File: config.mk
export PLATFORM = sky130hd
export DESIGN_NAME = hmrc_top
export DESIGN_NICKNAME = d
export VERILOG_FILES = /design/src/hmrc_pkg.sv /design/src/hmrc_sync.sv /design/src/hmrc_wake_det.sv /design/src/hmrc_top.sv
export SDC_FILE = /design/constraint.sdc
export NUM_CORES = 1
export LEC_CHECK = 0
export ABC_AREA = 1
export ABC_CLOCK_PERIOD_IN_PS = 1280
export BUFFER_PORTS_ARGS = -buffer_cell sky130_fd_sc_hd__buf_4
export CORE_ASPECT_RATIO = 2
export CORE_MARGIN = 3
export CORE_UTILIZATION = 23
export CTS_CLUSTER_DIAMETER = 50
export DETAILED_ROUTE_END_ITERATION = 7
export HOLD_SLACK_MARGIN = 0.06
export SYNTH_ARGS = -nofsm -noshare
export SYNTH_HDL_FRONTEND = slang
export SYNTH_SLANG_ARGS = --single-unit
File: constraint.sdc
create_clock -name clk -period 1.28 [get_ports clk]
set_input_delay 0.064 -clock clk [delete_from_list [all_inputs] [get_ports clk]]
set_output_delay 0.064 -clock clk [all_outputs]
set_load 0.005 [all_outputs]
File: src/hmrc_pkg.sv
package hmrc_pkg;
    // register byte offsets on the axi4-lite port
    localparam logic [7:0] ADDR_CTRL = 8'h00;
    localparam logic [7:0] ADDR_GPIO = 8'h04;
    localparam logic [7:0] ADDR_WAKE = 8'h08;
    localparam logic [7:0] ADDR_MODE = 8'h0c;
    localparam logic [7:0] ADDR_STAT = 8'h10;
    localparam logic [7:0] ADDR_MASK = 8'h14;
    // control register fields
    localparam int CTRL_MEAS_BIT = 0;
    localparam int CTRL_FOTEST_BIT = 1;
    // gpio_config fields: mode in [1:0], output level in bit 2
    localparam logic [1:0] GPIO_OFF = 2'h0;
    localparam logic [1:0] GPIO_FAIL = 2'h1;
    localparam logic [1:0] GPIO_OUT = 2'h2;
    localparam logic [1:0] GPIO_WAKE = 2'h3;
    localparam int GPIO_LVL_BIT = 2;
    // wake configuration fields
    localparam int WAKE_INPUT_ENABLE_BIT = 0;
    localparam int WK_PU_BIT = 1;
    localparam int WK_PD_BIT = 2;
    localparam int WK_TMR_BIT = 3;
    // status / mask fields, levels are read only
    localparam int ERR_BIT = 0;
    localparam int WKA_BIT = 1;
    localparam int WKB_BIT = 2;
    localparam int LVL_BIT = 8;
    // mode command codes
    localparam logic [1:0] CMD_SLEEP = 2'h1;
    // reset values
    localparam logic [2:0] CTRL_RST = 3'h0;
    localparam logic [3:0] WAKE_RST = 4'h0;
    localparam logic [2:0] STAT_RST = 3'h0;
    // restart dwell time
    localparam int CLK_PERIOD_NS = 10;
    localparam int RESTART_NS = 10000;
    localparam int RESTART_CYC = (RESTART_NS + CLK_PERIOD_NS - 1) / CLK_PERIOD_NS;
    localparam int CNT_W = 10;
    localparam int SYNC_W = 3;
    // axi responses
    localparam logic [1:0] RESP_OKAY = 2'h0;
    localparam logic [1:0] RESP_SLVERR = 2'h2;

    typedef enum logic [1:0] {ST_NORMAL, ST_SLEEP, ST_RESTART, ST_FAILSAFE} hmrc_state_e;
endpackage

File: src/hmrc_sync.sv
`timescale 1ns/1ps
module hmrc_sync (
    input wire logic clk, // system clock
    input wire logic rst_b, // async reset, active low
    input wire logic [hmrc_pkg::SYNC_W-1:0] async_in, // pins from outside
    output logic [hmrc_pkg::SYNC_W-1:0] sync_out // two-flop synchronised copy
);
    logic [hmrc_pkg::SYNC_W-1:0] meta_r;
    logic [hmrc_pkg::SYNC_W-1:0] sync_r;

    // per bit two flops; meta_r feeds only the second stage
    genvar gi;
    for (gi = 0; gi < hmrc_pkg::SYNC_W; gi++) begin : g_bit
        always_ff @(posedge clk or negedge rst_b) begin
            if (!rst_b) begin
                meta_r[gi] <= 1'b0;
                sync_r[gi] <= 1'b0;
            end else begin
                meta_r[gi] <= async_in[gi];
                sync_r[gi] <= meta_r[gi];
            end
        end
    end

    assign sync_out = sync_r;
endmodule

File: src/hmrc_wake_det.sv
`timescale 1ns/1ps
module hmrc_wake_det (
    input wire logic clk, // system clock
    input wire logic rst_b, // async reset, active low
    input wire logic [1:0] pin_lvl, // synced sense (0) and gpio (1) levels
    input wire logic gate, // measurement path enabled: gate pin signals
    output logic [1:0] wake_ev, // one-cycle pulse on any edge
    output logic [1:0] level // last level seen while ungated
);
    logic [1:0] lvl_r;
    logic [1:0] lvl_nxt;
    logic [1:0] ev_r;
    logic [1:0] ev_nxt;

    // gated pins frozen; gating freezes the level and kills events
    genvar gi;
    for (gi = 0; gi < 2; gi++) begin : g_ch
        always_comb begin
            lvl_nxt[gi] = gate ? lvl_r[gi] : pin_lvl[gi];
            ev_nxt[gi] = !gate && (pin_lvl[gi] != lvl_r[gi]);
        end
    end

    always_ff @(posedge clk or negedge rst_b) begin
        if (!rst_b) begin
            lvl_r <= 2'h0;
            ev_r <= 2'h0;
        end else begin
            lvl_r <= lvl_nxt;
            ev_r <= ev_nxt;
        end
    end

    assign wake_ev = ev_r;
    assign level = lvl_r;
endmodule

File: src/hmrc_top.sv
// Our own choices: the register addresses and register access over AXI4-Lite.
`timescale 1ns/1ps
// Contract
// - reset leaves measurement path disabled
// - enable plus normal state closes switch
// - other states open switch, enable kept
// - enabled path: pulls off, pin signals gated
// - pin settings ignored but writes stored
// - wake and level status frozen
// - pin-only wake sleep: error, restart
// - fail output, gpio, wake unavailable
// - gpio config change while enabled errors
// - enable refused unless gpio off
// - wake enables writable but ignored
// - failsafe keeps enable, switch open
// - failsafe entered without path enables sense wake
// - disabled path: normal wake and levels
// - routing only in normal state
module hmrc_top (
    input wire logic clk, // 100 mhz system clock
    input wire logic rst_b, // async reset, active low
    input wire logic [7:0] awaddr, // write address
    input wire logic awvalid, // write address valid
    output logic awready, // write address ready
    input wire logic [31:0] wdata, // write data
    input wire logic [3:0] wstrb, // write byte enables
    input wire logic wvalid, // write data valid
    output logic wready, // write data ready
    output logic [1:0] bresp, // write response
    output logic bvalid, // write response valid
    input wire logic bready, // write response ready
    input wire logic [7:0] araddr, // read address
    input wire logic arvalid, // read address valid
    output logic arready, // read address ready
    output logic [31:0] rdata, // read data
    output logic [1:0] rresp, // read response
    output logic rvalid, // read data valid
    input wire logic rready, // read data ready
    input wire logic hv_sense_in, // hv sense input comparator level
    input wire logic fail_gpio_in, // fail/gpio pin input level
    input wire logic fail_event, // supervisor requests failsafe, async
    output logic meas_switch, // routing switch closed when high
    output logic sense_pull_up, // sense pin pull-up current on
    output logic sense_pull_dn, // sense pin pull-down current on
    output logic gpio_pull_dn, // fail/gpio pin pull-down on
    output logic fail_gpio_out, // fail/gpio pin drive level
    output logic fail_gpio_oe, // fail/gpio pin driven when high
    output logic [1:0] op_state, // current operating state
    output logic irq // level interrupt
);
    // bus state
    logic aw_full_r, aw_full_nxt, w_full_r, w_full_nxt;
    logic [7:0] wa_r, wa_nxt;
    logic [31:0] wd_r, wd_nxt;
    logic wstb_r, wstb_nxt;
    logic bvalid_r, bvalid_nxt, rvalid_r, rvalid_nxt;
    logic [1:0] bresp_r, bresp_nxt, rresp_r, rresp_nxt;
    logic [31:0] rdata_r, rdata_nxt;
    logic wr_fire, ar_fire, wr_hit;
    // block state
    logic [2:0] ctrl_r, ctrl_nxt;
    logic [2:0] gpio_r, gpio_nxt;
    logic [3:0] wake_r, wake_nxt;
    logic [2:0] stat_r, stat_nxt, mask_r, mask_nxt, stat_set, stat_clr;
    logic fs_sense_r, fs_sense_nxt;
    logic [hmrc_pkg::CNT_W-1:0] cnt_r, cnt_nxt;
    hmrc_pkg::hmrc_state_e st_r, st_nxt;
    logic [hmrc_pkg::SYNC_W-1:0] pins_s;
    logic [1:0] wake_ev, level;
    logic meas_r, sleep_cmd, sleep_bad, ctrl_wr, gpio_wr, wake_wr;
    logic sense_wk_eff, gpio_wake_mode_eff, wake_any, meas_refused, gpio_changed;

    // pins enter through two flops
    hmrc_sync u_sync (
        .clk(clk),
        .rst_b(rst_b),
        .async_in({fail_event, fail_gpio_in, hv_sense_in}),
        .sync_out(pins_s)
    );

    hmrc_wake_det u_det (
        .clk(clk),
        .rst_b(rst_b),
        .pin_lvl(pins_s[1:0]),
        .gate(meas_r),
        .wake_ev(wake_ev),
        .level(level)
    );

    assign meas_r = ctrl_r[hmrc_pkg::CTRL_MEAS_BIT];

    // axi4-lite handshakes; address and data may come in either order
    assign awready = !aw_full_r && !bvalid_r;
    assign wready = !w_full_r && !bvalid_r;
    assign arready = !rvalid_r;
    assign wr_fire = aw_full_r && w_full_r && !bvalid_r;
    assign ar_fire = arvalid && arready;
    assign wr_hit = wa_r == hmrc_pkg::ADDR_CTRL || wa_r == hmrc_pkg::ADDR_GPIO ||
        wa_r == hmrc_pkg::ADDR_WAKE || wa_r == hmrc_pkg::ADDR_MODE ||
        wa_r == hmrc_pkg::ADDR_STAT || wa_r == hmrc_pkg::ADDR_MASK;

    // bus next state and read decode
    always_comb begin
        aw_full_nxt = aw_full_r;
        w_full_nxt = w_full_r;
        wa_nxt = wa_r;
        wd_nxt = wd_r;
        wstb_nxt = wstb_r;
        bvalid_nxt = bvalid_r && !bready;
        bresp_nxt = bresp_r;
        rvalid_nxt = rvalid_r && !rready;
        rresp_nxt = rresp_r;
        rdata_nxt = rdata_r;
        if (awvalid && awready) begin
            aw_full_nxt = 1'b1;
            wa_nxt = awaddr;
        end
        if (wvalid && wready) begin
            w_full_nxt = 1'b1;
            wd_nxt = wdata;
            wstb_nxt = wstrb[0];
        end
        if (wr_fire) begin
            aw_full_nxt = 1'b0;
            w_full_nxt = 1'b0;
            bvalid_nxt = 1'b1;
            bresp_nxt = wr_hit ? hmrc_pkg::RESP_OKAY : hmrc_pkg::RESP_SLVERR;
        end
        if (ar_fire) begin
            rvalid_nxt = 1'b1;
            rresp_nxt = hmrc_pkg::RESP_OKAY;
            rdata_nxt = 32'h0;
            unique case (araddr)
                hmrc_pkg::ADDR_CTRL: rdata_nxt[2:0] = ctrl_r;
                hmrc_pkg::ADDR_GPIO: rdata_nxt[2:0] = gpio_r;
                hmrc_pkg::ADDR_WAKE: rdata_nxt[3:0] = wake_r;
                hmrc_pkg::ADDR_MODE: rdata_nxt[1:0] = st_r;
                hmrc_pkg::ADDR_STAT: begin
                    rdata_nxt[2:0] = stat_r;
                    rdata_nxt[hmrc_pkg::LVL_BIT +: 2] = level;
                end
                hmrc_pkg::ADDR_MASK: rdata_nxt[2:0] = mask_r;
                default: rresp_nxt = hmrc_pkg::RESP_SLVERR;
            endcase
        end
    end

    always_ff @(posedge clk or negedge rst_b) begin
        if (!rst_b) begin
            aw_full_r <= 1'b0;
            w_full_r <= 1'b0;
            wa_r <= 8'h0;
            wd_r <= 32'h0;
            wstb_r <= 1'b0;
            bvalid_r <= 1'b0;
            bresp_r <= 2'h0;
            rvalid_r <= 1'b0;
            rresp_r <= 2'h0;
            rdata_r <= 32'h0;
        end else begin
            aw_full_r <= aw_full_nxt;
            w_full_r <= w_full_nxt;
            wa_r <= wa_nxt;
            wd_r <= wd_nxt;
            wstb_r <= wstb_nxt;
            bvalid_r <= bvalid_nxt;
            bresp_r <= bresp_nxt;
            rvalid_r <= rvalid_nxt;
            rresp_r <= rresp_nxt;
            rdata_r <= rdata_nxt;
        end
    end

    // register write strobes; every writable field sits in byte lane 0
    assign ctrl_wr = wr_fire && wstb_r && wa_r == hmrc_pkg::ADDR_CTRL;
    assign gpio_wr = wr_fire && wstb_r && wa_r == hmrc_pkg::ADDR_GPIO;
    assign wake_wr = wr_fire && wstb_r && wa_r == hmrc_pkg::ADDR_WAKE;
    assign sleep_cmd = wr_fire && wstb_r && wa_r == hmrc_pkg::ADDR_MODE &&
        wd_r[1:0] == hmrc_pkg::CMD_SLEEP;
    assign meas_refused = ctrl_wr && wd_r[hmrc_pkg::CTRL_MEAS_BIT] && !meas_r &&
        gpio_r[1:0] != hmrc_pkg::GPIO_OFF;
    assign gpio_changed = gpio_wr && meas_r && wd_r[2:0] != gpio_r;
    assign sense_wk_eff = !meas_r && (wake_r[hmrc_pkg::WAKE_INPUT_ENABLE_BIT] || fs_sense_r);
    assign gpio_wake_mode_eff = !meas_r && gpio_r[1:0] == hmrc_pkg::GPIO_WAKE;
    assign sleep_bad = meas_r && !wake_r[hmrc_pkg::WK_TMR_BIT];
    assign stat_set = {wake_ev[1] && gpio_wake_mode_eff, wake_ev[0] && sense_wk_eff,
        meas_refused || gpio_changed || (sleep_cmd && sleep_bad && st_r == hmrc_pkg::ST_NORMAL)};
    assign stat_clr = (wr_fire && wstb_r && wa_r == hmrc_pkg::ADDR_STAT) ? wd_r[2:0] : 3'h0;
    assign wake_any = |stat_set[2:1];

    // registers and operating state machine
    always_comb begin
        ctrl_nxt = ctrl_r;
        gpio_nxt = gpio_r;
        wake_nxt = wake_r;
        mask_nxt = mask_r;
        st_nxt = st_r;
        cnt_nxt = cnt_r;
        fs_sense_nxt = fs_sense_r;
        stat_nxt = (stat_r & ~stat_clr) | stat_set;
        if (ctrl_wr) begin
            ctrl_nxt = wd_r[2:0];
            if (meas_refused) begin
                ctrl_nxt[hmrc_pkg::CTRL_MEAS_BIT] = 1'b0;
            end
        end
        if (gpio_wr) begin
            gpio_nxt = wd_r[2:0];
        end
        if (wake_wr) begin
            wake_nxt = wd_r[3:0];
        end
        if (wr_fire && wstb_r && wa_r == hmrc_pkg::ADDR_MASK) begin
            mask_nxt = wd_r[2:0];
        end
        unique case (st_r)
            hmrc_pkg::ST_NORMAL: begin
                if (pins_s[2]) begin
                    st_nxt = hmrc_pkg::ST_FAILSAFE;
                end else if (sleep_cmd) begin
                    st_nxt = sleep_bad ? hmrc_pkg::ST_RESTART : hmrc_pkg::ST_SLEEP;
                    cnt_nxt = '0;
                end
            end
            hmrc_pkg::ST_SLEEP: begin
                if (pins_s[2]) begin
                    st_nxt = hmrc_pkg::ST_FAILSAFE;
                end else if (wake_any) begin
                    st_nxt = hmrc_pkg::ST_RESTART;
                    cnt_nxt = '0;
                end
            end
            hmrc_pkg::ST_RESTART: begin
                if (pins_s[2]) begin
                    st_nxt = hmrc_pkg::ST_FAILSAFE;
                end else if (cnt_r == hmrc_pkg::CNT_W'(hmrc_pkg::RESTART_CYC - 1)) begin
                    st_nxt = hmrc_pkg::ST_NORMAL;
                end else begin
                    cnt_nxt = cnt_r + 1'b1;
                end
            end
            hmrc_pkg::ST_FAILSAFE: begin
                if (!pins_s[2] && wake_any) begin
                    st_nxt = hmrc_pkg::ST_RESTART;
                    cnt_nxt = '0;
                end
            end
        endcase
        if (st_nxt == hmrc_pkg::ST_FAILSAFE && st_r != hmrc_pkg::ST_FAILSAFE) begin
            fs_sense_nxt = !ctrl_nxt[hmrc_pkg::CTRL_MEAS_BIT];
        end else if (st_nxt != hmrc_pkg::ST_FAILSAFE) begin
            fs_sense_nxt = 1'b0;
        end
    end

    always_ff @(posedge clk or negedge rst_b) begin
        if (!rst_b) begin
            ctrl_r <= hmrc_pkg::CTRL_RST;
            gpio_r <= 3'h0;
            wake_r <= hmrc_pkg::WAKE_RST;
            stat_r <= hmrc_pkg::STAT_RST;
            mask_r <= 3'h0;
            st_r <= hmrc_pkg::ST_NORMAL;
            cnt_r <= '0;
            fs_sense_r <= 1'b0;
        end else begin
            ctrl_r <= ctrl_nxt;
            gpio_r <= gpio_nxt;
            wake_r <= wake_nxt;
            stat_r <= stat_nxt;
            mask_r <= mask_nxt;
            st_r <= st_nxt;
            cnt_r <= cnt_nxt;
            fs_sense_r <= fs_sense_nxt;
        end
    end

    assign meas_switch = meas_r && st_r == hmrc_pkg::ST_NORMAL;
    assign sense_pull_up = !meas_r && wake_r[hmrc_pkg::WK_PU_BIT];
    assign sense_pull_dn = !meas_r && wake_r[hmrc_pkg::WK_PD_BIT];
    assign gpio_pull_dn = gpio_wake_mode_eff;
    // fail output and gpio disabled; fail output drives low
    assign fail_gpio_oe = !meas_r && (gpio_r[1:0] == hmrc_pkg::GPIO_OUT ||
        (gpio_r[1:0] == hmrc_pkg::GPIO_FAIL &&
        (st_r == hmrc_pkg::ST_FAILSAFE || ctrl_r[hmrc_pkg::CTRL_FOTEST_BIT])));
    assign fail_gpio_out = !meas_r && gpio_r[1:0] == hmrc_pkg::GPIO_OUT &&
        gpio_r[hmrc_pkg::GPIO_LVL_BIT];
    assign op_state = st_r;
    assign irq = |(stat_r & mask_r);
    assign bvalid = bvalid_r;
    assign bresp = bresp_r;
    assign rvalid = rvalid_r;
    assign rresp = rresp_r;
    assign rdata = rdata_r;
endmodule

* Word level (Yosys, flattened, before mapping)
Index checks and enable logic that the tools add are counted.
** Storage, ports and cells
- Flip-flop bits (word level) :: 66
- Bits in latches :: 0
- RAM bits :: 0
- Memory bits (read-only) :: 0
- Bits of input ports :: 62
- Output and inout bits :: 50
- Word-level logic and storage cells :: 168
- Memories :: 0
** Operators by class
- Add/sub/neg operators :: 1
- Multiply operators :: 0
- Divide/modulo/power cells :: 0
- Magnitude comparators :: 0
- Eq/ne operators :: 31
- Shift-type cells :: 0
- Multiplexer cells :: 34
- Bitwise logic cells :: 4
- Reductions and logical operators :: 71
** Operators with widths (number)
- two-way mux 10 bit :: 7
- logical AND 1 bit :: 40
- case mux 10 bit (4 select lines) :: 1
- == test 8 x 4 -> 1 bit (second input constant) :: 4
- == test 8 x 5 -> 1 bit (second input constant) :: 4
- two-way mux 2 bit :: 11
- inequality test 2 bit (second input constant) :: 9
- == test 8 x 3 -> 1 bit (second input constant) :: 2
- logical NOT 8 bit :: 2
- case mux 2 bit (6 select lines) :: 1
- two-way mux 1 bit :: 11
- adder 10 x 1 -> 10 bit (second input constant) :: 1
- == test 10 bit (second input constant) :: 1
- == test 2 bit (second input constant) :: 5
- logical NOT 1 bit :: 10
- logical OR 1 bit :: 10
- case mux 2 bit (4 select lines) :: 1
- nonzero test 2 bit :: 4
- AND reduction 7 bit :: 1
- bitwise AND 3 bit :: 2
- == test 2 x 1 -> 1 bit (second input constant) :: 3
- OR reduction 6 bit :: 1
- case mux 1 bit (5 select lines) :: 1
- two-way mux 3 bit :: 1
- 7 further kinds :: 8

* Logic depth before layout (Yosys ltp)
Gate-level depths: netlist of the first run.
- Depth in word-level cells :: 11
- Depth in mapped cells :: 11
- Depth with buffers taken out :: 10

* Cells and area by module
A second synthesis of the first run with hierarchy kept.
** Unflattened totals
- Cells, all modules :: 451
- Area, all modules :: 3555.9 um^2
** Modules (own cells, without submodules)
- hmrc_top :: times used 1, cells each 426, area an instance 3244.4 um^2, seq. area each 1351.3 um^2
- hmrc_wake_det :: times used 1, cells each 19, area an instance 161.4 um^2, seq. area each 100.1 um^2
- hmrc_sync :: times used 1, cells each 6, area an instance 150.1 um^2, seq. area each 150.1 um^2

* Worst setup path after synthesis of the first run
No wires, ideal clock.
- Kind :: register to register
- Start :: register wa_r[1]
- End :: register cnt_r[4] (netlist bit)
- Setup time :: 0.118 ns
- Arrival :: 1.219 ns
- Required time :: 1.162 ns
- Slack :: -0.057 ns
- Cell stages (with the launch flop) :: 10
- Buffers on the path :: 1
- Clock period less this slack :: 1.337 ns
- Path through :: dfrtp_1 nor2_1 inv_1 nor2_2 nand2_1 nand2_1 nand3_2 buf_6 nand2_1 o21ai_2
** On the way
- Longest elaborated chain between the ends :: 5
** RTL lines
- start, declared :: RTL line hmrc_top.sv:53 : logic [7:0] wa_r, wa_nxt;
- start signal, assigned :: RTL line hmrc_top.sv:163 : wa_r <= wa_nxt;
- == test 8 x 4 -> 1 bit :: RTL line hmrc_top.sv:178 : assign sleep_cmd = wr_fire && wstb_r && wa_r == hmrc_pkg::ADDR_MODE &&
- logical AND 1 bit (2 in a row) :: RTL line hmrc_top.sv:178
- inequality test 2 bit (no line)
- AND reduction 7 bit (no line)
- end signal, assigned :: RTL line hmrc_top.sv:273 : cnt_r <= cnt_nxt;
- end, declared :: RTL line hmrc_top.sv:66 : logic [hmrc_pkg::CNT_W-1:0] cnt_r, cnt_nxt;
No other way between the ends.
A chain may end at the register's enable or synchronous reset.

* Final worst setup path of the first run
- Start :: register st_r[0] (netlist: op_state[0])
- End :: output port fail_gpio_oe
** On the way
- Longest elaborated chain between the ends :: 5
** RTL lines
- start, declared :: RTL line hmrc_top.sv:67 : hmrc_pkg::hmrc_state_e st_r, st_nxt;
- start signal, assigned :: RTL line hmrc_top.sv:263 : st_r <= hmrc_pkg::ST_NORMAL;
- start signal, assigned :: RTL line hmrc_top.sv:272 : st_r <= st_nxt;
- == test 2 bit :: RTL line hmrc_top.sv:285 : (st_r == hmrc_pkg::ST_FAILSAFE || ctrl_r[hmrc_pkg::CTRL_FOTEST_BIT])));
- logical OR 1 bit :: RTL line hmrc_top.sv:285
- logical AND 1 bit :: RTL line hmrc_top.sv:284 : (gpio_r[1:0] == hmrc_pkg::GPIO_FAIL &&
- logical OR 1 bit :: RTL line hmrc_top.sv:283 : assign fail_gpio_oe = !meas_r && (gpio_r[1:0] == hmrc_pkg::GPIO_OUT ||
- logical AND 1 bit :: RTL line hmrc_top.sv:283
- end, declared :: RTL line hmrc_top.sv:47 : output logic fail_gpio_oe,
No other way between the ends.

==> impl_metrics.ini, run 1 <==
[logic_synthesis]
synth_cell_types = 34
yosys.cell_count.top_type = nand2_1
synth.avg_cell_area_um2 = 8.09
syn_area_um2 = 3410
synth_xor_area_share_pct = 1.03
synth_edf_count = 0
synth-seq-cells = 64
synth_compound_area_share_pct = 8.67
synth_top_family_by_area = simple AND/OR/NAND/NOR gates
ys.flop_type = dfrtp_1
synth_fa_ha_area_share_pct = 0.367
synth_area_leader_cell = dfrtp_1
synthArstFlopShare_pct = 100
synth-simple-area-share_pct = 27.5
synth_top_area_share_pct = 47.0
synthCells = 421
yosysWarningCount = 0
seq_area_frac_synth_pct = 47.0
synth_area_leaders = dfrtp_1 47%, nand2_1 11%, buf_4 6.2%
synth_common_cells = 99 x nand2_1, 64 x dfrtp_1, 46 x nor2_1
synthMuxAreaShare_pct = 2.65

[sta]
final.setup_skew_ps = 6.01
finalHoldViolCount = 0
finalSetupViolCount = 23
rsz0062_at_grt = yes
max_freq_ghz = 0.685
slew_viol_final = 0
post-route-worst-setup-slack_ps = -181
fin_crit_sh_pct = 114
finalCriticalPeriod_ps = 1460

[place]
dp.cells = 715
portBuffers = 52
gp_congestion = 0.810
dp_hpwl_mm = 6.81

[finish]
synthToLayoutAreaGrowth_pct = 53.7
fin_cells = 763
final_core_utilization_pct = 36.3
finalNetCount = 629
n_antenna_cell = 0
drive_gt1_share_pct = 38.9

[grt]
grt_use_met2_pct = 21.8
busiest_layer = met2
use_met3_pct = 1.73
grt_remaining_overflow = 0
use_met1_pct = 11.4
grt_pass1_vias = 3146
grt_max_degree = 36
track_usage_pct = 11.3
grt_antenna_before_repair = 0
grt_pass1_wl_mm = 14.5

[clock_tree]
h-tree-depth = 3
numCtsBuffers = 9
cts_max_path_buffers = 2
cts_tree = yes
cts_root_buf = clkbuf_16
clk_latency_ps = 320
clkSinkCount = 64
cts.reportedPaths.clkPinSlew_ps = 60

[power_and_ir_drop]
power.density_nw_per_um2 = 1530
vdd_drop_max_mv = 0.921
leakagePower_nw = 2.49

[setup_path]
reg2reg_from = wa_r[6]
rr_worst_depth = 9
end_kind = primary output
cp.required_ps = 1220
path_max_fanout = 3
worstSetupPathType = flop to primary output
rr_endpoint = cnt_r[7]
startpoint = op_state[0]
critPathLaunchType = flop
rrSetupSlack_ps = -150
cp_data_arrival_time_ps = 1400

[drt]
routed_wl_mm = 9.14
drt-initial-drc-count = 116
vias = 3205
vias_per_cell = 4.20
drc = 0
avgRoutedWirePerCell_um = 12.0
drt-pass1-iter-count = 4
detail-route-antenna-nets = 0

[worst_hold_path]
hold_depth = 3
hp-class = input port to flop
min_to = rresp[1]
worstHoldStart = araddr[3]

[floorplanning]
dieArea_um2 = 16400
pin_count = 112
die_x_um = 92.0
core_um2 = 14400
start_util_pct = 23.6
die_h_um = 178
num_rows = 62

[run_status]
violations = setup timing
status = finished with violations

[flow_run]
maxCapViolations = 0
## cell type report
class	instances	area [um^2]
Clock buffer	10	229
Clock inverter	6	46.3
Inverter	48	184
Fill cell	1485	9190
Tap cell	192	240
Multi-Input combinational cell	302	1710
Sequential cell	64	1600
Timing Repair Buffer	141	1220
## where the power goes
part	switching (W)	internal, W
clock network	0.000897	0.00131
registers	0.000353	0.00246
logic	0.00146	0.00150
total	0.00271	0.00528
## metrics by stage
step / hold slack [ps] / area (um^2) / power, W / setup TNS [ps] / setup WS [ps]
floorplan: -232 / 3520 / 0.00400 / -413 / -51.0
global placement: -11.0 / 4360 / 0.00508 / -2890 / -213
detailed placement: -11.2 / 4360 / 0.00514 / -3030 / -226
CTS: 67.8 / 5040 / 0.00774 / -2480 / -169
global route: 109 / 5240 / 0.00851 / -4740 / -247
finish: 72.2 / 5240 / 0.00799 / -1960 / -181
## cells by family after synthesis
kind of cell               after synthesis
AOI/OAI and AO/OA                       49
xor gates and xnor gates                 4
adders and majority gates                1
buffers and inverters                   82
DFF                                     64
muxes                                    8
other                                    1
and+or+nand+nor                        212
## metal layers
| metal | wire length, um | part of all wire, % | up-vias |
|---|---|---|---|
| met5 | 0 | 0 | - |
| met4 | 226 | 2.5 | 0 |
| met3 | 300 | 3.3 | 10 |
| met2 | 5200 | 57 | 82 |
| met1 | 3410 | 37 | 1515 |
| li1 | - | - | 1598 |
## layout by cell type, fill, tap and decap left out, drive strengths merged, types with 4 or more instances in the layout
cell	netlist	final
buf	31	119
nand2	101	101
dfrtp	64	64
nor2	49	49
inv	47	47
nand3	35	35
o21ai	34	34
conb	1	28
dlygate4sd3	0	21
clkbuf	3	11
nand4	10	10
nor3	10	10
a21oi	9	9
mux2	8	8
clkinv	1	5
or2	4	4
## registers in the layout (all words and copies together), names as in the netlist, 2 cells and up
name	cells
cnt_r	10
ctrl_r	3
gpio_r	3
mask_r	3
op_state	2
rdata	6
stat_r	3
u_det.level	2
u_det.wake_ev	2
u_sync.meta_r	3
u_sync.sync_out	3
wa_r	8
wake_r	4
wd_r	4
## critical path: stages (launching register included)
cell,delay (ps)
dfrtp_1,400
buf_6,130
nand2_4,60
inv_2,40
o311a_1,300
buf_4,140
## timing repair
action                                 in CTS  in global routing
hold buffers                               21                  0
gates resized for setup                    58                 39
endpoints found under the hold margin      83                  0
pin swaps                                  20                 20
gates cloned                                0                  1
setup endpoints to repair                  30                 45
buffers inserted                            8                  3
## how the worst max path moves through the flow
stage	endpoint	slack, ps	cells past startpoint
finish	fail_gpio_oe	-180	5
global route	cnt_r[9]	-250	8
CTS	fail_gpio_oe	-170	5
detailed placement	mask_r[0]	-230	9
global placement	mask_r[0]	-210	9
floorplan	cnt_r[4]	-50	9
No activity file was read; power rests on OpenSTA's default activity.
==> run 2: changes to the inputs <==
==> constraint.sdc (replaced) <==
create_clock -name clk -period 1.28 [get_ports clk]
set_input_delay 0.128 -clock clk [delete_from_list [all_inputs] [get_ports clk]]
set_output_delay 0.128 -clock clk [all_outputs]
set_load 0.005 [all_outputs]
==> impl_metrics.ini, run 2 (synthesized netlist as in run 1, its figures left out) <==
[run_status]
status = finished with violations
violations = setup timing

[finish]
final_cell_mix = 104 x buf_4, 74 x nand2_1, 60 x dfrtp_1
final_common_cell = buf_4
largest_register_ffs = 10
finalNetCount = 645
fin_cells = 779
n_antenna_cell = 0
top_register = cnt_r
fillCellCount = 1428
multiInputGateArea_um2 = 1780
seq_area_um2 = 1610
drive_gt1_share_pct = 43.8
synthToLayoutAreaGrowth_pct = 62.0

[grt]
track_usage_pct = 11.7
grt_pass1_vias = 3225
grt_antenna_before_repair = 0
grt_max_degree = 27
grt_pass1_wl_mm = 15.2
grt_remaining_overflow = 0

[clock_tree]
clkSinkCount = 64
cts.reportedPaths.clkPinSlew_ps = 60
numCtsBuffers = 9
h-tree-depth = 3
cts_root_buf = clkbuf_16
clk_latency_ps = 340
cts_tree = yes
cts_max_path_buffers = 2

[power_and_ir_drop]
seq_power_share_pct = 32.7
pwr-share-clk_pct = 28.6
switching_share_pct = 34.2
vdd_drop_max_mv = 0.917
power.density_nw_per_um2 = 1570
p_int_w = 0.00571
combPwrFrac_pct = 38.6
netSwitchingPower_w = 0.00297
leakagePower_nw = 2.65

[drt]
drt-initial-drc-count = 183
routed_wl_mm = 9.85
drc = 0
detail-route-antenna-nets = 0
drt-pass1-iter-count = 4
vias_per_cell = 4.26
vias = 3320
avgRoutedWirePerCell_um = 12.6

[floorplanning]
core_um2 = 14400
start_util_pct = 23.6
pin_count = 112
die_x_um = 92.0
num_rows = 62
dieArea_um2 = 16400
die_h_um = 178

[setup_path]
rrSetupSlack_ps = -270
path_max_fanout = 10
end_kind = flop
reg2reg_from = ctrl_r[0]
cp_slowest_stage_delay_ps = 420
cp.required_ps = 1510
cp_data_arrival_time_ps = 1770
slowest_stage = dfrtp_1
rr_endpoint = cnt_r[3]
rr_worst_depth = 10
critPathLaunchType = flop
worstSetupPathType = flop to flop
crit_chain = inv_2 -> buf_6 -> nand4_1 -> nand3_2 -> nand2_2 -> inv_2 -> nand3_4 -> clkbuf_16 -> nand2_2 -> o21ai_2

[sta]
max_freq_ghz = 0.646
finalSetupViolCount = 27
finalCriticalPeriod_ps = 1550
finalHoldViolCount = 0
final.setup_skew_ps = 9.55
slew_viol_final = 0
post-route-worst-setup-slack_ps = -267
fin_crit_sh_pct = 121
rsz0062_at_grt = yes

[worst_hold_path]
worstHoldStart = araddr[4]
hp-class = input port to flop
min_to = rresp[1]
hold_depth = 3

[flow_run]
maxCapViolations = 0

[place]
dp.cells = 715
portBuffers = 52
dp_hpwl_mm = 6.98
pre_cts_ws_ps = -258
gp_congestion = 0.809
run 2: cell types whose count changed in the layout (fill, tap and decap cells not counted), sizes merged, moves of 2 or more:
| cell | previous run | this run |
|---|---|---|
| clkinv | 5 | 1 |
| inv | 47 | 50 |
| dlygate4sd3 | 21 | 19 |
| buf | 119 | 137 |
run 2: per-stage QoR:
step / instance area (um^2) / hold WS (ps) / utilization [%] / total power [W] / TNS [ps]
floorplan: 3520 / -168 / - / 0.00400 / -413
global placement: 4360 / 49.9 / 30.2 / 0.00502 / -2650
detailed placement: 4360 / 53.6 / 30.2 / 0.00510 / -3140
CTS: 5200 / 103 / 36.0 / 0.00825 / -2590
global route: 5520 / 128 / 38.2 / 0.00918 / -6360
finish: 5520 / 111 / 38.2 / 0.00868 / -3760
run 2: final cells by class:
cell class / count / area share, %
clock buffers: 9 / 4.08
clock inverters: 7 / 1.43
inverters: 48 / 3.40
multi-input cells: 302 / 32.3
flip-flops and latches: 64 / 29.1
well taps: 192 / 4.35
repair buffers: 157 / 25.3
run 2: power groups by stage:
stage	clock, W	combinational [W]	sequential, W
after floorplan	0	0.00123	0.00276
after global placement	0	0.00224	0.00278
after detailed placement	0	0.00230	0.00280
after CTS	0.00254	0.00289	0.00281
after global routing	0.00263	0.00365	0.00290
final	0.00249	0.00335	0.00284
run 2: how the worst max path moves through the flow:
stage                           start      endpoint  slack [ps]  depth (start not counted)
after floorplan               wa_r[7]      cnt_r[4]         -50                          9
after global placement       cnt_r[0]      cnt_r[9]        -220                          9
after detailed placement     cnt_r[0]      cnt_r[9]        -260                          9
after CTS                 op_state[0]  fail_gpio_oe        -210                          4
after global routing        ctrl_r[0]      cnt_r[0]        -350                         10
final                       ctrl_r[0]      cnt_r[3]        -270                         10
run 2: per-layer routing:
layer | GRT usage, % | routed length, um | vias up
li1 | - | - | 1633
met3 | 2.28 | 468 | 20
met1 | 11.5 | 3440 | 1567
met4 | 5.71 | 313 | 0
met5 | 0 | 0 | -
met2 | 22.9 | 5630 | 100
run 2: timing repair:
action / CTS / global route
gates cloned: 0 / 1
pin swaps: 25 / 26
buffers inserted: 21 / 9
hold endpoints to repair: 82 / 0
resized for setup: 73 / 62
hold buffers: 19 / 0
endpoints found under the setup margin: 34 / 49
run 2: critical path, delay by kind of cell, from the launching register on:
kind	cells	cell delay, ps
AOI/OAI and AO/OA	1	40
buffers and inverters	4	480
DFF	1	420
and+or+nand+nor	5	500
